## src/design/ehtap_pkg.sv

```systemverilog
// constants for the echo hybrid tap one to four coefficient block
// assumes an apb slave with 32-bit data and byte addresses four times the index
package ehtap_pkg;

  // widths
  localparam int unsigned COEF_W   = 8;
  localparam int unsigned ADDR_W   = 8;
  localparam int unsigned DATA_W   = 32;
  localparam int unsigned NUM_TAPS = 4;

  // register indices, byte address is four times the index
  localparam logic [7:0] IDX_TAP1 = 8'h2D;
  localparam logic [7:0] IDX_TAP2 = 8'h2E;
  localparam logic [7:0] IDX_TAP3 = 8'h2F;
  localparam logic [7:0] IDX_TAP4 = 8'h30;
  localparam logic [7:0] IDX_CTRL = 8'h31;
  localparam logic [7:0] IDX_STAT = 8'h32;

  localparam logic [ADDR_W-1:0] ADDR_TAP1 = {IDX_TAP1[5:0], 2'b00};
  localparam logic [ADDR_W-1:0] ADDR_TAP2 = {IDX_TAP2[5:0], 2'b00};
  localparam logic [ADDR_W-1:0] ADDR_TAP3 = {IDX_TAP3[5:0], 2'b00};
  localparam logic [ADDR_W-1:0] ADDR_TAP4 = {IDX_TAP4[5:0], 2'b00};
  localparam logic [ADDR_W-1:0] ADDR_CTRL = {IDX_CTRL[5:0], 2'b00};
  localparam logic [ADDR_W-1:0] ADDR_STAT = {IDX_STAT[5:0], 2'b00};

  // reset values
  localparam logic [COEF_W-1:0] RST_COEF = 8'h00;
  localparam logic              RST_IMMEDIATE = 1'b0;

  // control fields
  localparam int unsigned CTRL_IMMEDIATE_BIT = 0;

  // status fields
  localparam int unsigned STAT_PENDING_LSB = 0;
  localparam int unsigned STAT_ACTIVE_LSB  = 4;

  // tap selector
  typedef enum logic [2:0] {
    EHTAP_SEL_NONE,
    EHTAP_SEL_TAP1,
    EHTAP_SEL_TAP2,
    EHTAP_SEL_TAP3,
    EHTAP_SEL_TAP4,
    EHTAP_SEL_CTRL,
    EHTAP_SEL_STAT
  } ehtap_sel_t;

endpackage

```

## src/design/ehtap_coef_reg.sv

```systemverilog
// one tap: software copy of the coefficient and the copy the filter uses
// assumes the top decodes the bus and gives one write strobe per tap
`timescale 1ns/1ps
`default_nettype none
module ehtap_coef_reg
  import ehtap_pkg::*;
(
  // clock and reset
  input  wire logic              pclk,
  input  wire logic              presetn,
  // software side
  input  wire logic              wr_en,
  input  wire logic [COEF_W-1:0] wr_data,
  input  wire logic              apply_now,
  output logic      [COEF_W-1:0] coef,
  output logic                   pending,
  // filter side
  output logic      [COEF_W-1:0] active_coef,
  output logic                   stage_on
);

  logic [COEF_W-1:0] next_coef;
  logic [COEF_W-1:0] next_active;
  logic              next_pending;

  always_comb begin
    next_coef    = coef;
    next_active  = active_coef;
    next_pending = pending;
    if (wr_en) begin
      next_coef = wr_data;
    end
    // write in the same cycle as apply goes straight through, never lost
    if (apply_now) begin
      next_active  = next_coef;
      next_pending = 1'b0;
    end else if (wr_en) begin
      next_pending = 1'b1;
    end
  end

  always_ff @(posedge pclk or negedge presetn) begin
    if (!presetn) begin
      coef        <= RST_COEF;
      active_coef <= RST_COEF;
      pending     <= 1'b0;
    end else begin
      coef        <= next_coef;
      active_coef <= next_active;
      pending     <= next_pending;
    end
  end

  // all-zero coefficient means the stage adds nothing
  assign stage_on = |active_coef;

endmodule // ehtap_coef_reg
`default_nettype wire

```

## src/design/ehtap_top.sv

```systemverilog
// apb register block holding the coefficients of hybrid taps one to four
// assumes apb with 32-bit data, zero wait states and a sample strobe from the filter
//
// Summary of operation
// - software writes an 8-bit coefficient per tap
// - first tap register drives filter tap one
// - second tap register drives filter tap two
// - third tap register drives filter tap three
// - fourth tap register drives filter tap four
// - zero coefficient makes its stage contribute nothing
`timescale 1ns/1ps
`default_nettype none
module ehtap_top
  import ehtap_pkg::*;
(
  // clock and reset
  input  wire logic              pclk,
  input  wire logic              presetn,
  // apb slave
  input  wire logic              psel,
  input  wire logic              penable,
  input  wire logic              pwrite,
  input  wire logic [ADDR_W-1:0] paddr,
  input  wire logic [DATA_W-1:0] pwdata,
  input  wire logic [3:0]        pstrb,
  output logic      [DATA_W-1:0] prdata,
  output logic                   pready,
  output logic                   pslverr,
  // filter side
  input  wire logic              sample_strobe,
  output logic      [COEF_W-1:0] tap_one_coefficient,
  output logic      [COEF_W-1:0] tap_two_coefficient,
  output logic      [COEF_W-1:0] tap_three_coefficient,
  output logic      [COEF_W-1:0] tap_four_coefficient,
  output logic      [3:0]        tap_stage_on
);

  ehtap_sel_t        sel;
  logic              setup_phase;
  logic              access_wr;
  logic              low_lane;
  logic [3:0]        tap_wr;
  logic [COEF_W-1:0] coef_rd [NUM_TAPS];
  logic [COEF_W-1:0] coef_act [NUM_TAPS];
  logic [3:0]        tap_pending;
  logic              apply_now;
  logic              immediate;
  logic              next_immediate;
  logic [DATA_W-1:0] next_prdata;
  logic              next_pslverr;

  // no wait states; every transfer completes on its first access cycle
  assign pready      = 1'b1;
  assign setup_phase = psel && !penable;
  assign access_wr   = psel && penable && pwrite;
  assign low_lane    = pstrb[0];

  // address decode
  always_comb begin
    if (paddr == ADDR_TAP1) begin
      sel = EHTAP_SEL_TAP1;
    end else if (paddr == ADDR_TAP2) begin
      sel = EHTAP_SEL_TAP2;
    end else if (paddr == ADDR_TAP3) begin
      sel = EHTAP_SEL_TAP3;
    end else if (paddr == ADDR_TAP4) begin
      sel = EHTAP_SEL_TAP4;
    end else if (paddr == ADDR_CTRL) begin
      sel = EHTAP_SEL_CTRL;
    end else if (paddr == ADDR_STAT) begin
      sel = EHTAP_SEL_STAT;
    end else begin
      sel = EHTAP_SEL_NONE;
    end
  end

  // one strobe per tap keeps the other taps untouched
  always_comb begin
    tap_wr = 4'h0;
    if (access_wr && low_lane) begin
      case (sel)
        EHTAP_SEL_TAP1: tap_wr[0] = 1'b1;
        EHTAP_SEL_TAP2: tap_wr[1] = 1'b1;
        EHTAP_SEL_TAP3: tap_wr[2] = 1'b1;
        EHTAP_SEL_TAP4: tap_wr[3] = 1'b1;
        default:        tap_wr    = 4'h0;
      endcase
    end
  end

  // control: immediate mode lets writes reach the filter without a sample
  always_comb begin
    next_immediate = immediate;
    if (access_wr && low_lane && (sel == EHTAP_SEL_CTRL)) begin
      next_immediate = pwdata[CTRL_IMMEDIATE_BIT];
    end
  end

  always_ff @(posedge pclk or negedge presetn) begin
    if (!presetn) begin
      immediate <= RST_IMMEDIATE;
    end else begin
      immediate <= next_immediate;
    end
  end

  // updating only at sample boundaries, unless immediate is set, avoids a coefficient changing mid-sample
  assign apply_now = sample_strobe || immediate;

  genvar gi;
  generate
    for (gi = 0; gi < NUM_TAPS; gi++) begin : g_tap
      ehtap_coef_reg u_coef (
        .pclk        (pclk),
        .presetn     (presetn),
        .wr_en       (tap_wr[gi]),
        .wr_data     (pwdata[COEF_W-1:0]),
        .apply_now   (apply_now),
        .coef        (coef_rd[gi]),
        .pending     (tap_pending[gi]),
        .active_coef (coef_act[gi]),
        .stage_on    (tap_stage_on[gi])
      );
    end
  endgenerate

  // coefficients to the filter, flop outputs of each tap
  assign tap_one_coefficient   = coef_act[0];
  assign tap_two_coefficient   = coef_act[1];
  assign tap_three_coefficient = coef_act[2];
  assign tap_four_coefficient  = coef_act[3];

  // read data captured in setup so prdata comes from a flop
  always_comb begin
    next_prdata  = prdata;
    next_pslverr = pslverr;
    if (setup_phase) begin
      next_prdata  = '0;
      next_pslverr = 1'b0;
      case (sel)
        EHTAP_SEL_TAP1: next_prdata[COEF_W-1:0] = coef_rd[0];
        EHTAP_SEL_TAP2: next_prdata[COEF_W-1:0] = coef_rd[1];
        EHTAP_SEL_TAP3: next_prdata[COEF_W-1:0] = coef_rd[2];
        EHTAP_SEL_TAP4: next_prdata[COEF_W-1:0] = coef_rd[3];
        EHTAP_SEL_CTRL: next_prdata[CTRL_IMMEDIATE_BIT] = immediate;
        EHTAP_SEL_STAT: begin
          next_prdata[STAT_PENDING_LSB +: NUM_TAPS] = tap_pending;
          next_prdata[STAT_ACTIVE_LSB  +: NUM_TAPS] = tap_stage_on;
        end
        default:        next_pslverr = 1'b1;
      endcase
      // status is read only; a write there is flagged
      if (pwrite && (sel == EHTAP_SEL_STAT)) begin
        next_pslverr = 1'b1;
      end
      if (pwrite) begin
        next_prdata = '0;
      end
    end
  end

  always_ff @(posedge pclk or negedge presetn) begin
    if (!presetn) begin
      prdata  <= '0;
      pslverr <= 1'b0;
    end else begin
      prdata  <= next_prdata;
      pslverr <= next_pslverr;
    end
  end

endmodule // ehtap_top
`default_nettype wire

```

## config.mk

```make
export PLATFORM = sky130hd
export DESIGN_NAME = ehtap_top
export DESIGN_NICKNAME = d
export VERILOG_FILES = /design/src/design/ehtap_pkg.sv /design/src/design/ehtap_coef_reg.sv /design/src/design/ehtap_top.sv
export SDC_FILE = /design/constraint.sdc
export NUM_CORES = 1
export LEC_CHECK = 0
export BUFFER_PORTS_ARGS = -buffer_cell sky130_fd_sc_hd__buf_2
export CAP_MARGIN = 10
export CORE_MARGIN = 3
export CORE_UTILIZATION = 35
export DETAILED_ROUTE_END_ITERATION = 10
export GPL_TIMING_DRIVEN = 0
export PLACE_DENSITY = 0.55
export SLEW_MARGIN = 15
export SYNTH_ARGS = -nofsm -noshare
export SYNTH_HDL_FRONTEND = slang
export SYNTH_SLANG_ARGS = --single-unit
```

## constraint.sdc

```tcl
create_clock -name pclk -period 2.1 [get_ports pclk]
set_input_delay 0.315 -clock pclk [delete_from_list [all_inputs] [get_ports pclk]]
set_output_delay 0.315 -clock pclk [all_outputs]
set_load 0.02 [all_outputs]
```

* Word level (Yosys, flattened, before mapping) *
Cells that the tools add are included.

word-level totals
  output and inout port bits = 70
  logic and storage cells = 72
  input bits = 50
  register bits = 102

cells by class
  equality and inequality tests = 12
  multiplexer cells = 28
  reductions and logical operators = 17

operator list
  cell                                                             count
  8-bit == test, second input constant                             6
  8-bit two-way mux                                                5
  7-bit one-hot mux with 5 select lines                            1
  8-bit OR reduction                                               4
  3-bit two-way mux                                                6
  1-bit two-way mux                                                14
  3-bit == test, second input constant                             3
  2-bit nonzero test                                               4
  3-bit by 2-bit == test with 1-bit output, second input constant  2
  1-bit logical AND                                                6
  1-bit one-hot mux with 6 select lines                            1
  6-bit OR reduction                                               1
  4-bit two-way mux                                                1
  3-bit by 1-bit == test with 1-bit output, second input constant  1
  1-bit zero test                                                  1
  1-bit logical OR                                                 1

* Longest topological paths before layout *
  word-level depth = 12
  mapped depth = 7
  mapped depth without buffers = 5

* Cells and area by module *
From an unflattened synthesis, not the netlist that was laid out.

unflattened totals
  cells, all modules = 291
  area, all modules = 3912.5 um^2

by module, submodules not included
  module          times used  cells each  area each (um^2)  sequential area each (um^2)
  ehtap_coef_reg  4           40          705.7             425.4
  ehtap_top       1           131         1089.8            250.2

* Worst setup path after synthesis *
Ideal clock, no wire load.

  path type = in2reg
  start point = input port paddr[6]
  end point = register g_tap[2].u_coef.active_coef[0]
  path slack = 0.356 ns
  buffers on the path = 2
  cell stages on the path = 7
  library setup time = 0.125 ns
  arrival = 1.619 ns
  data required time = 1.975 ns
  cells stage by stage = and3b_1 > buf_6 > and3_1 > buf_6 > nand3_4 > mux2_4 > mux2_4

between the ends
  word-level cells in the longest chain between the ends = 11
  elaborated cells between the ends (all ways) = 16
  classes of those cells = eq/ne: 7; mux: 9

ends and longest elaborated chain
  item                                        RTL line              RTL
  start, declared                             ehtap_top.sv:23       input wire logic [ADDR_W-1:0] paddr,
  8-bit == test                               ehtap_top.sv:70       end else if (paddr == ADDR_STAT) begin
  3-bit two-way mux                           ehtap_top.sv:70
  3-bit two-way mux                           ehtap_top.sv:68       end else if (paddr == ADDR_CTRL) begin
  3-bit two-way mux                           ehtap_top.sv:66       end else if (paddr == ADDR_TAP4) begin
  3-bit two-way mux                           ehtap_top.sv:64       end else if (paddr == ADDR_TAP3) begin
  3-bit two-way mux                           ehtap_top.sv:62       end else if (paddr == ADDR_TAP2) begin
  3-bit two-way mux *                         ehtap_top.sv:60       if (paddr == ADDR_TAP1) begin
  3-bit by 2-bit == test with 1-bit output *  ehtap_top.sv:81       case (sel)
  1-bit two-way mux *                         ehtap_top.sv:81
  4-bit two-way mux *                         ehtap_top.sv:80       if (access_wr && low_lane) begin
  8-bit two-way mux *                         ehtap_coef_reg.sv:30  if (wr_en) begin
  via g_tap[2].u_coef.next_coef[0]            ehtap_coef_reg.sv:22  logic [COEF_W-1:0] next_coef;
  end signal, assigned                        ehtap_coef_reg.sv:49  active_coef <= next_active;
  end, declared                               ehtap_coef_reg.sv:18  output logic [COEF_W-1:0] active_coef,

Mark *: on every way through the listed nets, which the timed path passes. The rest lies on a longest branch.
A chain may end at the register's enable or synchronous reset.

* Worst setup path after layout *
  start point = register g_tap[2].u_coef.active_coef[1]
  end point = output port tap_stage_on[2]

between the ends
  word-level cells in the longest chain between the ends = 1

ends and longest elaborated chain
  item                RTL line              RTL
  8-bit OR reduction  ehtap_coef_reg.sv:55  assign stage_on = |active_coef;
  end, declared       ehtap_top.sv:35       output logic [3:0] tap_stage_on

No other way between the ends.

==> summary.md <==
| Metric | Value |
|---|---|
| Status | `complete, no violations` |
| Register area share after synthesis | `0.512` |
| Total track usage | `0.167` |
| EDFF count, synth | `0` |
| Largest cells by area after synthesis | `dfrtp_1 51%, mux2_4 13%, nand2_1 6.4%` |
| Hold Vio Cnt, Final | `0` |
| Residual DRC | `0` |
| Fin worst setup slack | `170 ps` |
| Post-route ant nets | `0` |
| Final setup fails | `0` |
| Top-count cell post-synth | `dfrtp_1` |
| Maxcap violations | `0` |
| Slew Viols, Final | `0` |
| Horiz. Die Dim | `110 µm` |
| Fmax | `slightly above 0.5 GHz` |
| CTS clock-pin slew for the worst setup and hold paths | `80 ps` |
| Worst min path class | `in -> reg` |
| Slew @ Worst Pin | `~670 ps` |
| I/O pins | `120` |
| Initial Util | `0.364` |
| Detailed-route via count | `2854` |
| Fin crit period | `between 1500 and 2000 ps` |
| Most frequent cells after synthesis | `78 x dfrtp_1, 65 x nand2_1, 32 x mux2_4` |
| Skew-Pair Late Insertion Delay | `~350 ps` |
| Crit end category | `output port` |
| Leak pwr | `roughly 2.5 nW` |
| Yosys reg bits | `78` |
| Ant. Diodes | `0` |
| Worst path arrival time | `between 1500 and 2000 ps` |
| Drt via density | `4.84` |
| Num rows | `37` |
| Initial antenna violation count | `0` |
| Leading area contributor after synthesis | `dfrtp_1` |
| Ys Warns | `0` |
| First DRT Iteration DRCs | `about 120` |
| Post-synth cell types | `36` |
| Total Wirelength | `9810 µm` |
| Worst slack at placement | `between 50 and 60 ps` |
| Total global routing overflow | `0` |
| Largest net degree at the start of global routing | `47` |
| Syn_area_per_cell | `about 11 µm²` |
| H-tree levels | `3` |
| Layout cell share with drive strength beyond 1 | `0.372` |
| Vias in the first global route | `~2800` |
| Inserted Clock Buffers | `9` |
| Crit Path Class | `reg -> out` |
| HPWL after detailed placement | `7360 µm` |
| Final clock skew | `approximately 7.1 ps` |
| Max IR drop VDD | `0.374 mV` |
| DR pass1 iterations | `5` |
| Clk buf depth | `2` |
| Top cell type's share of synthesized area | `0.512` |
| Die area | `between 0.01 and 0.015 mm²` |
| Post-CTS setup buffer count | `0` |
| Core area | `0.0105 mm²` |
| CP Data Required Time | `between 1500 and 2000 ps` |
| Setup TNS | `0 ps` |
| Fin crit share | `0.919` |
| Main flop type after synthesis | `dfrtp_1` |
| RePlAce Congestion | `approximately 0.79` |
| Crit Path Max Fanout | `3` |
| Avg WL per Cell | `~17 µm` |
| Pwr dens | `between 600 and 700 mW/mm²` |
| CTS tree | `done` |
| First-pass GRT wire length | `between 15000 and 20000 µm` |
| CP startpoint kind | `flop` |
| Mapped Cells | `roughly 350` |
| Clock Sinks | `78` |
| Syn-to-layout area delta | `23.1%` |
| Unrepaired setup endpoints after global routing | `false` |
| Port Buf Inserts | `67` |
| Async SR Flop Fraction | `1.00` |
| Nets | `500` |
| Root buf cell | `clkbuf_8` |
| Reg area | `roughly 0.0020 mm²` |
| Slew Limit Headroom | `0.549` |
| Fillers | `between 1000 and 1500` |
| Area of the multi-input gates | `0.00166 mm²` |
| Die height | `about 110 µm` |
| Mapped Area | `~0.0038 mm²` |
==> layout by cell type (no fill, tap or decap), drive strengths merged <==
master / Yosys / layout
and3b: 2 / 2
a211oi: 1 / 1
nor2: 25 / 25
conb: 2 / 25
a22o: 12 / 12
a21oi: 4 / 4
and4: 1 / 1
o211ai: 4 / 4
nor4: 8 / 8
a22oi: 12 / 12
a31oi: 17 / 17
dfrtp: 78 / 78
nand3: 7 / 7
nor2b: 2 / 2
clkinv: 0 / 2
nand2b: 2 / 2
nand2: 66 / 66
or2: 1 / 1
dlygate4sd3: 0 / 1
buf: 38 / 106
mux2: 38 / 38
nand4: 2 / 2
nor3b: 4 / 4
o21ai: 6 / 6
a21o: 1 / 1
inv: 2 / 2
and3: 3 / 3
clkbuf: 7 / 18
bufinv: 0 / 2
and2: 2 / 2
==> sequential cells by signal, indices dropped and copies added, names as in the netlist <==
| register | count |
|---|---|
| g_tap.u_coef.active_coef | 32 |
| g_tap.u_coef.coef | 32 |
| g_tap.u_coef.pending | 4 |
| immediate | 1 |
| prdata | 8 |
| pslverr | 1 |
==> where the power goes <==
part,internal (mW),total [mW],switching (mW),leakage [nW]
Sequential,1.53,1.56,0.0260,1.06
Clock,0.724,1.27,0.543,0.115
Combinational,0.133,0.364,0.232,1.34
Total,2.39,3.19,0.801,2.52
==> critical path, cell delays in order (launching register included) <==
cell     delay, ps
dfrtp_1        410
nor4_2         450
nand2_1        120
buf_4          150
buf_2          150
==> cell families (layout without fill, tap and decap cells) <==
group / count (synthesis) / count (layout) / synth area share
other: 2 / 25 / 0.00197
and+or+nand+nor: 125 / 125 / 0.156
DFF: 78 / 78 / 0.512
AOI/OAI and AO/OA: 57 / 57 / 0.105
muxes: 38 / 38 / 0.144
buffers and inverters: 47 / 131 / 0.0808
==> repair_timing <==
item | in CTS | in global routing
hold buffers | 1 | 0
endpoints found under the setup margin | 0 | 2
gates resized for setup | 0 | 4
endpoints found under the hold margin | 32 | 0
==> routing by layer <==
metal | part of all wire | GRT usage | vias up | wire length [µm]
li1 | - | - | 1365 | -
met1 | 0.46 | 0.228 | 1389 | 4480
met2 | 0.47 | 0.270 | 93 | 4650
met3 | 0.061 | 0.0384 | 7 | 596
met4 | 0.0082 | 0.0413 | 0 | 80
met5 | 0 | 0 | - | 0
==> metrics by stage <==
step	hold slack (ps)	total power [mW]	std cells	utilization	area, µm²
2_1_floorplan	19.4	1.81	370	-	3900
3_3_place_gp	481	1.94	573	0.421	4400
3_5_place_dp	293	1.95	574	0.424	4430
4_1_cts	242	3.21	590	0.446	4660
5_1_grt	261	3.32	590	0.448	4690
6_report	256	3.19	590	0.448	4690
==> final timing paths <==
path / startpoint / endpoint / slack [ps] / cells after the start
max: g_tap[2].u_coef.active_coef[1] / tap_stage_on[2] / 170 / 4
min: pwdata[6] / g_tap[1].u_coef.coef[6] / 260 / 3
max reg2reg: immediate / g_tap[3].u_coef.active_coef[1] / 280 / 4
min reg2reg: g_tap[0].u_coef.coef[0] / g_tap[0].u_coef.coef[0] / 500 / 2
max in group asynchronous: presetn / g_tap[1].u_coef.pending / 1070 / 3
min in group asynchronous: presetn / g_tap[3].u_coef.active_coef[5] / 440 / 2
==> area by class of cell <==
cell class	count	share of cell area
sequential	78	0.416
clock buffer	11	0.0323
clock inverter	4	0.0149
multi-input combinational	245	0.354
inverter	2	0.00160
timing repair buffer	69	0.0801
buffer	45	0.0641
tap	136	0.0363
Note: power is estimated with default switching activity, not from simulation.
